## config.mk

```make
export PLATFORM = sky130hd
export DESIGN_NAME = dsmd_datapath
export DESIGN_NICKNAME = d
export VERILOG_FILES = /design/src/dsmd_pkg.sv /design/src/dsmd_datapath.sv
export VERILOG_INCLUDE_DIRS = /design/src
export SDC_FILE = /design/constraint.sdc
export NUM_CORES = 2
export LEC_CHECK = 0
export BUFFER_PORTS_ARGS = -buffer_cell sky130_fd_sc_hd__buf_4
export CAP_MARGIN = 20
export CORE_ASPECT_RATIO = 0.8
export CORE_UTILIZATION = 60
export DETAILED_ROUTE_END_ITERATION = 10
export PLACE_DENSITY = 0.81
export SLEW_MARGIN = 10
export SYNTH_ARGS = -nofsm -noshare
export SYNTH_HDL_FRONTEND = slang
export SYNTH_SLANG_ARGS = --single-unit
```

## constraint.sdc

```tcl
create_clock -name clk_in -period 11.4 [get_ports clk_in]
set_input_delay 1.14 -clock clk_in [delete_from_list [all_inputs] [get_ports clk_in]]
set_output_delay 1.14 -clock clk_in [all_outputs]
set_load 0.02 [all_outputs]
```

## src/dsmd_params.svh

```systemverilog
`ifndef DSMD_PARAMS_SVH
`define DSMD_PARAMS_SVH
// operand and accumulator widths
`define DSMD_WORD_W 32
`define DSMD_GPR_W 64
`define DSMD_ACC_W 64
`define DSMD_ACC_SEL_W 2
// shift amount field widths per element size
`define DSMD_SHAMT_QB_W 3
`define DSMD_SHAMT_PH_W 4
`define DSMD_SHAMT_W_W 5
// saturation and rounding constants, accumulator count
`define DSMD_U16_MAX 24'h00ffff
`define DSMD_Q15_RND 32'h00008000
`define DSMD_Q15_MAX 16'h7fff
`define DSMD_Q15_MIN 16'h8000
`define DSMD_Q31_MAX 32'h7fffffff
`define DSMD_NUM_ACC 4
`endif

```

## src/dsmd_pkg.sv

```systemverilog
package dsmd_pkg;
   // operation select
   typedef enum logic [3:0]
   {
      DSMD_OP_NOP,
      DSMD_OP_SRA_QB,
      DSMD_OP_SRA_PH,
      DSMD_OP_SRA_W,
      DSMD_OP_MUL_UBH,
      DSMD_OP_MUL_QRS,
      DSMD_OP_MUL_QW,
      DSMD_OP_DOT_UADD,
      DSMD_OP_DOT_USUB,
      DSMD_OP_DOT_SADD
   } dsmd_op_e;
   // issued request
   typedef struct packed
   {
      logic valid;
      dsmd_op_e op;
      logic round;
      logic use_imm;
      logic left;
      logic [1:0] acc_sel;
      logic [4:0] shift_amount_imm;
      logic [31:0] source_a_reg;
      logic [31:0] source_b_reg;
   } dsmd_req_s;
   // returned result
   typedef struct packed
   {
      logic gpr_we;
      logic [63:0] gpr_data;
      logic acc_we;
      logic [1:0] acc_sel;
      logic [63:0] acc_data;
   } dsmd_rsp_s;
endpackage

```

## src/dsmd_datapath.sv

```systemverilog
// Function
// - quad byte sign shift, three-bit amount
// - pair halfword sign shift, four-bit amount
// - word sign shift, five-bit amount
// - rounding adds one at top discarded bit
// - bit 31 extends into upper word
// - unsigned byte times halfword, saturate 0xffff
// - q15 product plus 0x8000, keep upper half
// - minus one squared gives q15 maximum
// - base pair free, extra accumulators untouched
// - q15 to q31 doubled, saturate minus one
// - unsigned byte dot product added to accumulator
// - unsigned byte dot product subtracted
// - signed halfword dot product accumulated
`timescale 1ns/100ps
`include "dsmd_params.svh"
module dsmd_datapath
   import dsmd_pkg::*;
(
   input wire logic clk_in,
   input wire logic rst_n_in,
   input wire logic ce_in,                 // freezes all state when low, except that a reset still clears it
   input wire dsmd_req_s req_in,           // operation and operands
   input wire logic [63:0] acc_rd_in,      // selected accumulator value
   output dsmd_rsp_s rsp_out               // registered result
);
   dsmd_rsp_s rsp_reg;   // result register
   dsmd_rsp_s rsp_next;  // next result

   // arithmetic right shift with optional rounding on a 32-bit sign-extended element
   function automatic logic [31:0] sra_rnd(input logic [31:0] v, input logic [4:0] sh,
                                           input logic rnd);
      logic [32:0] t;
      // widen by one bit so the rounding add cannot overflow
      t = {v[31], v};
      // the rounding one lands on the highest bit that is shifted out
      if (rnd && sh != 5'h00)
      begin
         t = t + (33'h000000001 << (sh - 5'h01));
      end
      // sign bit is copied into the vacated positions
      t = $signed(t) >>> sh;
      sra_rnd = t[31:0];
   endfunction

   // q15 times q15 doubled into q31, saturating the minus one case
   function automatic logic [31:0] q15_mul(input logic [15:0] a, input logic [15:0] b);
      logic [31:0] p;
      p = 32'($signed(a) * $signed(b));
      // only minus one times minus one overflows the doubled product
      if (a == `DSMD_Q15_MIN && b == `DSMD_Q15_MIN)
         q15_mul = `DSMD_Q31_MAX;
      else
         q15_mul = {p[30:0], 1'b0};
   endfunction

   // clamp an unsigned byte-by-halfword product to sixteen bits
   function automatic logic [15:0] sat_u16(input logic [23:0] v);
      // anything above the halfword range pins to all ones
      if (v > `DSMD_U16_MAX)
         sat_u16 = 16'hffff;
      else
         sat_u16 = v[15:0];
   endfunction

   // pick one byte of a word: left takes the upper pair, right the lower, hi the odd byte
   function automatic logic [7:0] pick_byte(input logic [31:0] w, input logic lft,
                                            input logic hi);
      // one case arm per byte lane
      case ({lft, hi})
         2'b00: pick_byte = w[7:0];
         2'b01: pick_byte = w[15:8];
         2'b10: pick_byte = w[23:16];
         default: pick_byte = w[31:24];
      endcase
   endfunction

   // result computation
   always_comb
   begin
      logic [4:0] amt;
      logic [31:0] res;
      logic [31:0] e;
      logic [7:0] ba0;
      logic [7:0] ba1;
      logic [7:0] bb0;
      logic [7:0] bb1;
      logic [23:0] up;
      logic [31:0] qp;
      logic [63:0] dsum;
      logic [31:0] hp0;
      logic [31:0] hp1;
      // shift amount comes from the immediate or from the low bits of source a
      amt = req_in.use_imm ? req_in.shift_amount_imm : req_in.source_a_reg[4:0];
      res = 32'h00000000;
      e = 32'h00000000;
      up = 24'h000000;
      qp = 32'h00000000;
      dsum = 64'h0000000000000000;
      hp0 = 32'h00000000;
      hp1 = 32'h00000000;
      // left picks the upper byte pair, right the lower
      ba0 = pick_byte(req_in.source_a_reg, req_in.left, 1'b0);
      ba1 = pick_byte(req_in.source_a_reg, req_in.left, 1'b1);
      bb0 = pick_byte(req_in.source_b_reg, req_in.left, 1'b0);
      bb1 = pick_byte(req_in.source_b_reg, req_in.left, 1'b1);
      // default to an idle response that writes nothing
      rsp_next = '0;
      rsp_next.acc_sel = req_in.acc_sel;
      // decode the operation
      case (req_in.op)
         // four independent byte shifts
         DSMD_OP_SRA_QB:
         begin
            for (int i = 0; i < 4; i++)
            begin
               e = sra_rnd({{24{req_in.source_b_reg[8*i+7]}}, req_in.source_b_reg[8*i +: 8]},
                           {2'b00, amt[2:0]}, req_in.round);
               res[8*i +: 8] = e[7:0];
            end
            rsp_next.gpr_we = req_in.valid;
         end

         // two independent halfword shifts
         DSMD_OP_SRA_PH:
         begin
            for (int i = 0; i < 2; i++)
            begin
               e = sra_rnd({{16{req_in.source_b_reg[16*i+15]}}, req_in.source_b_reg[16*i +: 16]},
                           {1'b0, amt[3:0]}, req_in.round);
               res[16*i +: 16] = e[15:0];
            end
            rsp_next.gpr_we = req_in.valid;
         end

         // one word shift
         DSMD_OP_SRA_W:
         begin
            res = sra_rnd(req_in.source_b_reg, amt, req_in.round);
            rsp_next.gpr_we = req_in.valid;
         end

         // byte pair times both halfwords, saturating
         DSMD_OP_MUL_UBH:
         begin
            up = 24'(ba0 * req_in.source_b_reg[15:0]);
            res[15:0] = sat_u16(up);
            up = 24'(ba1 * req_in.source_b_reg[31:16]);
            res[31:16] = sat_u16(up);
            rsp_next.gpr_we = req_in.valid;
         end

         // two rounded fractional products, accumulators untouched
         DSMD_OP_MUL_QRS:
         begin
            for (int i = 0; i < 2; i++)
            begin
               qp = q15_mul(req_in.source_a_reg[16*i +: 16], req_in.source_b_reg[16*i +: 16]);
               // the clamped case skips the rounding add
               if (qp == `DSMD_Q31_MAX)
                  res[16*i +: 16] = `DSMD_Q15_MAX;
               else
               begin
                  qp = qp + `DSMD_Q15_RND;
                  res[16*i +: 16] = qp[31:16];
               end
            end
            rsp_next.gpr_we = req_in.valid;
         end

         // one doubled fractional product from the chosen halfwords
         DSMD_OP_MUL_QW:
         begin
            res = req_in.left ?
                  q15_mul(req_in.source_a_reg[31:16], req_in.source_b_reg[31:16]) :
                  q15_mul(req_in.source_a_reg[15:0], req_in.source_b_reg[15:0]);
            rsp_next.gpr_we = req_in.valid;
         end

         // unsigned byte dot product into or out of the accumulator
         DSMD_OP_DOT_UADD, DSMD_OP_DOT_USUB:
         begin
            // the byte sum fits in seventeen bits and is zero extended
            dsum = {47'h0, 17'(16'(ba0 * bb0) + 16'(ba1 * bb1))};
            if (req_in.op == DSMD_OP_DOT_UADD)
               rsp_next.acc_data = acc_rd_in + dsum;
            else
               rsp_next.acc_data = acc_rd_in - dsum;
            rsp_next.acc_we = req_in.valid;
         end

         // signed halfword dot product into the accumulator
         DSMD_OP_DOT_SADD:
         begin
            // word products are sign extended before the add
            hp0 = 32'($signed(req_in.source_a_reg[15:0]) * $signed(req_in.source_b_reg[15:0]));
            hp1 = 32'($signed(req_in.source_a_reg[31:16]) * $signed(req_in.source_b_reg[31:16]));
            dsum = 64'($signed(hp0)) + 64'($signed(hp1));
            rsp_next.acc_data = acc_rd_in + dsum;
            rsp_next.acc_we = req_in.valid;
         end

         // idle or unknown operation writes nothing
         default:
         begin
            res = 32'h00000000; // no operation
         end
      endcase
      // sign of the low word fills the upper word
      rsp_next.gpr_data = {{32{res[31]}}, res};
   end

   // result register
   always_ff @(posedge clk_in)
   begin
      // synchronous clear to an idle response
      if (!rst_n_in)
         rsp_reg <= '0;
      // with the enable low every bit holds
      else if (ce_in)
         rsp_reg <= rsp_next;
   end

   // output comes straight from the result register
   assign rsp_out = rsp_reg;
endmodule

```

== Word level (Yosys, flattened, before mapping) ==
Cells that the tools add are included.
Word-level totals
  register bits after elaboration: 100
  bits of input ports: 146
  word-level logic and storage cells: 100
Operators by class
  add/sub/neg operators: 17
  multipliers: 6
  $lt $le $gt $ge: 2
  equality and inequality tests: 15
  shift operators: 10
  mux-type cells: 33
  bitwise operators: 1
  reduce and logical (&&, ||, !) cells: 11
Operators with widths (count)
  $mux 33: 14
  $add 33x33->33: 7
  $pmux 32 s6: 1
  $mux 32: 5
  $sshr 33x3->8: 4
  $pmux 64 s2: 1
  $shl 1x5->33 const A: 3
  $sshr 33x4->16: 2
  $add 32x16->32 const B: 2
  $add 64x17->64: 1
  $add 64x64->64: 1
  $eq 16x16->1 const B: 4
  $eq 32x31->1 const B: 2
  $mul 16x16->32: 2
  $mux 16: 4
  $mux 64: 1
  $sub 64x17->64: 1
  $gt 24x16->1 const B: 2
  $mul 8x16->24: 2
  $add 32x32->33: 1
  $sshr 33x5->32: 1
  $mul 8x8->16: 2
  $pmux 8 s2: 2
  $add 16x16->17: 1
  18 further kinds: 29

== Logic depth before layout (Yosys ltp) ==
  word-level depth: 8
  depth in mapped cells: 49
  mapped depth without buffers: 45

== Least setup slack after synthesis ==
Ideal clock, no wire load.
  path type: input port to flip-flop
  start: input req_in[71] (netlist bit)
  end: register rsp_reg, in the netlist rsp_out[61]
  setup time: 0.124 ns
  data arrival time: 11.527 ns
  setup slack: -0.251 ns
  stages: 36
  buffers on the path: 4
  cells stage by stage: clkbuf_1 -> buf_1 -> clkbuf_1 -> buf_1 -> mux2i_1 -> nor2_1 -> fa_1 -> ha_1 -> fa_1 -> inv_1 -> fa_1 -> inv_1 -> fa_1 -> fa_1 -> ha_1 -> xnor2_1 -> or3b_2 -> or3_1 -> or4_1 -> nor3_1 -> ha_1 -> o211ai_1 -> o21ai_0 -> ha_1 -> and4_1 -> nand4_1 -> or4_1 -> o211a_2 -> o31a_1 -> o211a_1 -> o21ai_2 -> a41oi_2 -> o41a_1 -> o31ai_2 -> xnor2_1 -> o21ai_1
Between the ends
  longest elaborated chain between the ends: 7
  elaborated cells on any way between the ends: 12
  those cells by class: add/sub (3); mul (2); mux (6); bitwise (1)
Ends and longest elaborated chain
  start: declaration: line dsmd_datapath.sv:23  | input wire dsmd_req_s req_in,
  $not 1->1: line dsmd_datapath.sv:70  | case ({lft, hi})
  $pmux 8 s2: line dsmd_datapath.sv:70
  $mul 8x8->16: line dsmd_datapath.sv:184  | dsum = {47'h0, 17'(16'(ba0 * bb0) + 16'(ba1 * bb1))};
  $add 16x16->17 *: line dsmd_datapath.sv:184
  $sub 64x17->64 or $add 64x17->64 (tied branches): line dsmd_datapath.sv:188, dsmd_datapath.sv:186
  $mux 64 *: line dsmd_datapath.sv:185  | if (req_in.op == DSMD_OP_DOT_UADD)
  $pmux 64 s2 *: line dsmd_datapath.sv:111  | case (req_in.op)
  end signal: assignment: line dsmd_datapath.sv:221  | rsp_reg <= rsp_next;
  end: declaration: line dsmd_datapath.sv:27  | dsmd_rsp_s rsp_reg;
Mark *: on every way between the ends. The rest lies on a longest branch, timed or not.
A chain may end at the register's enable or synchronous reset.

== Worst setup path in the final report ==
  start: input req_in[18] (netlist bit)
  end: register rsp_reg, in the netlist rsp_out[59]
Between the ends
  longest elaborated chain between the ends: 6
  elaborated cells on any way between the ends: 10
  those cells by class: add/sub (5); mul (2); mux (3)
Ends and longest elaborated chain (line)
  branches (longest 5 deep; another with $add 64x64->64)
  $pmux 64 s2 *: dsmd_datapath.sv:111
Every way passes the cells marked *.

==> impl_metrics.prom <==
# TYPE chip_impl_metric gauge
chip_impl_info{name="synth.most_common_cell",value="sky130_fd_sc_hd__inv_1"} 1
chip_impl_info{name="timing.critical_path.slowest_stage_cell",value="sky130_fd_sc_hd__fa_1"} 1
chip_impl_info{name="timing.critical_path.max_delay_family",value="adder cells"} 1
chip_impl_info{name="synthFlopType",value="sky130_fd_sc_hd__dfxtp_1"} 1
chip_impl_metric{name="yosys_warnings",unit=""} 0
chip_impl_metric{name="clk_pin_slew_worst_paths",unit="ns"} 0.08
chip_impl_metric{name="grt_overflow_total",unit=""} 0
chip_impl_metric{name="final_hold_violating_endpoints",unit=""} 0
chip_impl_metric{name="layout_fillers",unit=""} 8114
chip_impl_metric{name="wirelength",unit="um"} 269600
chip_impl_info{name="critical-path-top-cell-by-count",value="sky130_fd_sc_hd__fa_1"} 1
chip_impl_metric{name="num_rows",unit=""} 103
chip_impl_metric{name="async_reset_ff_share",unit="%"} 0
chip_impl_metric{name="syn-cell-area",unit="um^2"} 60540
chip_impl_metric{name="die_h",unit="um"} 286.1
chip_impl_metric{name="worstSkewPairLatency",unit="ns"} 0.40
chip_impl_metric{name="max_slew.worst_pin.slew",unit="ns"} 1.369
chip_impl_metric{name="largest_register_ff_count",unit=""} 100
chip_impl_metric{name="post_drt_wl_per_cell",unit="um"} 28.15
chip_impl_metric{name="ys_ff_latch",unit=""} 100
chip_impl_metric{name="fin_crit",unit="ns"} 11.11
chip_impl_metric{name="syn_area_per_cell",unit="um^2"} 7.695
chip_impl_metric{name="critical_path.max_fanout",unit=""} 15
chip_impl_metric{name="vias",unit=""} 64950
chip_impl_metric{name="drt_iter0_markers",unit=""} 9067
chip_impl_metric{name="die-area",unit="um^2"} 102200
chip_impl_metric{name="synth_edf_count",unit=""} 0
chip_impl_metric{name="path_buf_inv",unit=""} 8
chip_impl_info{name="cts_tree",value="done"} 1
chip_impl_metric{name="synth.lib_cells_used.distinct",unit=""} 116
chip_impl_metric{name="initial_antenna_violation_count",unit=""} 27
chip_impl_info{name="critical_path.startpoint_type",value="input port"} 1
chip_impl_metric{name="drive_gt1_share",unit="%"} 11.91
chip_impl_metric{name="synth_top_area_share",unit="%"} 26.39
chip_impl_metric{name="grt_pass1_vias",unit=""} 62910
chip_impl_metric{name="ioPinCount",unit=""} 278
chip_impl_metric{name="clock-sinks",unit=""} 100
chip_impl_metric{name="detailedRoute.firstPassIterationCount",unit=""} 9
chip_impl_metric{name="start_util",unit="%"} 60.93
chip_impl_metric{name="slew_viol_final",unit=""} 0
chip_impl_metric{name="number_of_buffers_on_the_longest_clock_path",unit=""} 2
chip_impl_metric{name="grt_max_degree",unit=""} 128
chip_impl_info{name="min-delay-path-class",value="flip-flop to flip-flop"} 1
chip_impl_metric{name="remaining_drc_errors",unit=""} 0
chip_impl_info{name="synth.top_cells.by_count",value="sky130_fd_sc_hd__inv_1 (971), sky130_fd_sc_hd__nand2_1 (889), sky130_fd_sc_hd__fa_1 (798)"} 1
chip_impl_metric{name="gp_congestion",unit=""} 1.138
chip_impl_metric{name="required",unit="ns"} 11.65
chip_impl_metric{name="syn2layout_area_growth",unit="%"} 10.87
chip_impl_metric{name="fmaxAchievable",unit="MHz"} 90.05
chip_impl_metric{name="vias_per_cell",unit=""} 6.782
chip_impl_metric{name="slew-limit-headroom",unit="%"} 7.755
chip_impl_info{name="worst_setup_path_end_kind",value="flip-flop"} 1
chip_impl_metric{name="cp_slowest_stage_delay",unit="ns"} 0.67
chip_impl_metric{name="core-area",unit="um^2"} 99360
chip_impl_metric{name="number_of_buffers_inserted_during_clock_tree_synthesis",unit=""} 9
chip_impl_metric{name="htree_levels",unit=""} 3
chip_impl_metric{name="cp_arrival",unit="ns"} 11.35
chip_impl_info{name="synth.top_cells.by_area",value="sky130_fd_sc_hd__fa_1 (26%), sky130_fd_sc_hd__ha_1 (12%), sky130_fd_sc_hd__inv_1 (6.0%)"} 1
chip_impl_metric{name="grt_pass1_wl",unit="um"} 396100
chip_impl_metric{name="post_synth_inst_count",unit=""} 7868
chip_impl_info{name="buffer_cell_driving_the_clock_tree_root",value="sky130_fd_sc_hd__clkbuf_16"} 1
chip_impl_metric{name="timing.clock.skew",unit="ns"} 0
chip_impl_info{name="timing.setup.critical_path_class",value="input port to flip-flop"} 1
chip_impl_metric{name="synth.yosys.seq_area_share",unit="%"} 3.307
chip_impl_metric{name="fin_crit_sh",unit="%"} 97.42
chip_impl_metric{name="die_w",unit="um"} 357.2
chip_impl_metric{name="nNetsFinal",unit=""} 9742
chip_impl_metric{name="antenna_left",unit=""} 0
chip_impl_metric{name="fin_setup_tns",unit="ns"} 0
chip_impl_metric{name="drv_cap",unit=""} 0
chip_impl_metric{name="setup-violations-final",unit=""} 0
chip_impl_metric{name="holdBufCountCts",unit=""} 0
chip_impl_metric{name="grt.total_usage",unit="%"} 51.62
chip_impl_metric{name="detailed_place_hpwl",unit="um"} 221100
chip_impl_info{name="post-synth-top-area-cell",value="sky130_fd_sc_hd__fa_1"} 1
chip_impl_metric{name="port_buffers",unit=""} 277
chip_impl_info{name="outcome",value="finished, final reports clean"} 1
## timing repair
| action | 4_1_cts | 5_1_grt |
|---|---|---|
| setup buffers | 0 | 4 |
| pin swaps | 0 | 8 |
| endpoints found under the setup margin | 3 | 27 |
| gates resized for setup | 2 | 69 |
| hold endpoints to repair | 0 | 0 |
## final timing paths
kind,startpoint,to,slack (ns),cells past startpoint
worst max-delay path,req_in[18],rsp_out[59],0.29,42
worst min-delay path,rsp_out[63],rsp_out[63],0.47,2
worst max register to register,rsp_out[68],rsp_out[68],8.90,6
worst min register to register,rsp_out[63],rsp_out[63],0.47,2
## cell usage in the layout, fill, tap and decap left out, types with 26 or more instances in the layout
cell                       Yosys  final
sky130_fd_sc_hd__o31ai_1      39     39
sky130_fd_sc_hd__o221ai_1     32     32
sky130_fd_sc_hd__conb_1        1     50
sky130_fd_sc_hd__o22ai_1      33     33
sky130_fd_sc_hd__o211ai_1     74     74
sky130_fd_sc_hd__nand2b_1     53     52
sky130_fd_sc_hd__nand2_1     889    889
sky130_fd_sc_hd__diode_2       0     27
sky130_fd_sc_hd__nor4_1       45     44
sky130_fd_sc_hd__nor2_1      493    489
sky130_fd_sc_hd__nor2b_1      51     51
sky130_fd_sc_hd__nand4_1      59     59
sky130_fd_sc_hd__o21ai_0     371    370
sky130_fd_sc_hd__a221oi_1     27     27
sky130_fd_sc_hd__inv_1       971    971
sky130_fd_sc_hd__a31oi_1      60     59
sky130_fd_sc_hd__o21bai_1     47     47
sky130_fd_sc_hd__xnor2_1     227    219
sky130_fd_sc_hd__a21boi_0     29     27
sky130_fd_sc_hd__a22o_1       39     39
sky130_fd_sc_hd__a22oi_1      36     36
sky130_fd_sc_hd__nor3_1      145    142
sky130_fd_sc_hd__fa_1        798    797
sky130_fd_sc_hd__o21a_1       89     89
sky130_fd_sc_hd__ha_1        566    564
sky130_fd_sc_hd__and3_1       67     67
sky130_fd_sc_hd__nand3_1     148    147
sky130_fd_sc_hd__a21oi_1     447    443
sky130_fd_sc_hd__or3_1        40     40
sky130_fd_sc_hd__or2_2        26     26
sky130_fd_sc_hd__mux2_2       52     51
sky130_fd_sc_hd__a211oi_1    103     99
sky130_fd_sc_hd__xor2_1       85     83
sky130_fd_sc_hd__mux2i_1     102     93
sky130_fd_sc_hd__a211o_1      33     33
sky130_fd_sc_hd__buf_4        38    755
sky130_fd_sc_hd__dfxtp_1     100    100
sky130_fd_sc_hd__and2_1      441    441
sky130_fd_sc_hd__a21o_1      179    179
## metal layers
| layer | part of all wire, % | up-vias | wire length [um] | GRT usage (%) |
|---|---|---|---|---|
| met4 | 7.5 | 18 | 20110 | 30.74 |
| met1 | 37 | 30960 | 100600 | 68.14 |
| met3 | 16 | 1107 | 44000 | 19.88 |
| met2 | 39 | 5369 | 104700 | 71.09 |
| met5 | 0.045 | - | 121 | 0 |
| li1 | - | 27490 | - | - |
## cell type report
| class | instances | area, um^2 | share of cell area (%) |
|---|---|---|---|
| multi-input combinational | 6364 | 53440 | 79.61 |
| timing repair buffer | 781 | 6027 | 8.978 |
| inverter | 976 | 3664 | 5.457 |
| sequential | 100 | 2002 | 2.982 |
| tap | 1312 | 1642 | 2.445 |
| clock buffer | 9 | 225.2 | 0.3355 |
| antenna | 27 | 67.56 | 0.1007 |
| clock inverter | 7 | 63.81 | 0.09506 |
## logic make-up after synthesis
group,after synthesis,share of synthesized area [%]
adders and majority gates,1364,38.08
buffers and inverters,1453,9.329
AOI/OAI and AO/OA,1925,21.54
muxes,160,2.831
DFF,100,3.307
other,1,0.006194
xor gates and xnor gates,312,4.513
and+or+nand+nor,2553,20.39
## through the flow
step	worst slack (ns)	hold WS, ns	area, um^2	util [%]	std cells
final	0.2945	0.4680	67130	67.56	9576
after detailed placement	-0.4699	0.4516	66370	66.80	9524
after CTS	0.002355	0.4680	66670	67.10	9540
after global placement	-0.2940	0.4357	66350	66.78	9521
after global routing	-0.08075	0.4906	67090	67.52	9562
after floorplan	0.004656	0.5234	60730	-	7917
## tightest hold or removal path, cell delays in order (launching register included)
cell	delay (ns)
sky130_fd_sc_hd__dfxtp_1	0.33
sky130_fd_sc_hd__nand2_1	0.06
sky130_fd_sc_hd__o21ai_1	0.05
Power is not shown: default switching activity piles up to over one toggle a cycle in this logic, so the estimate is an artifact.
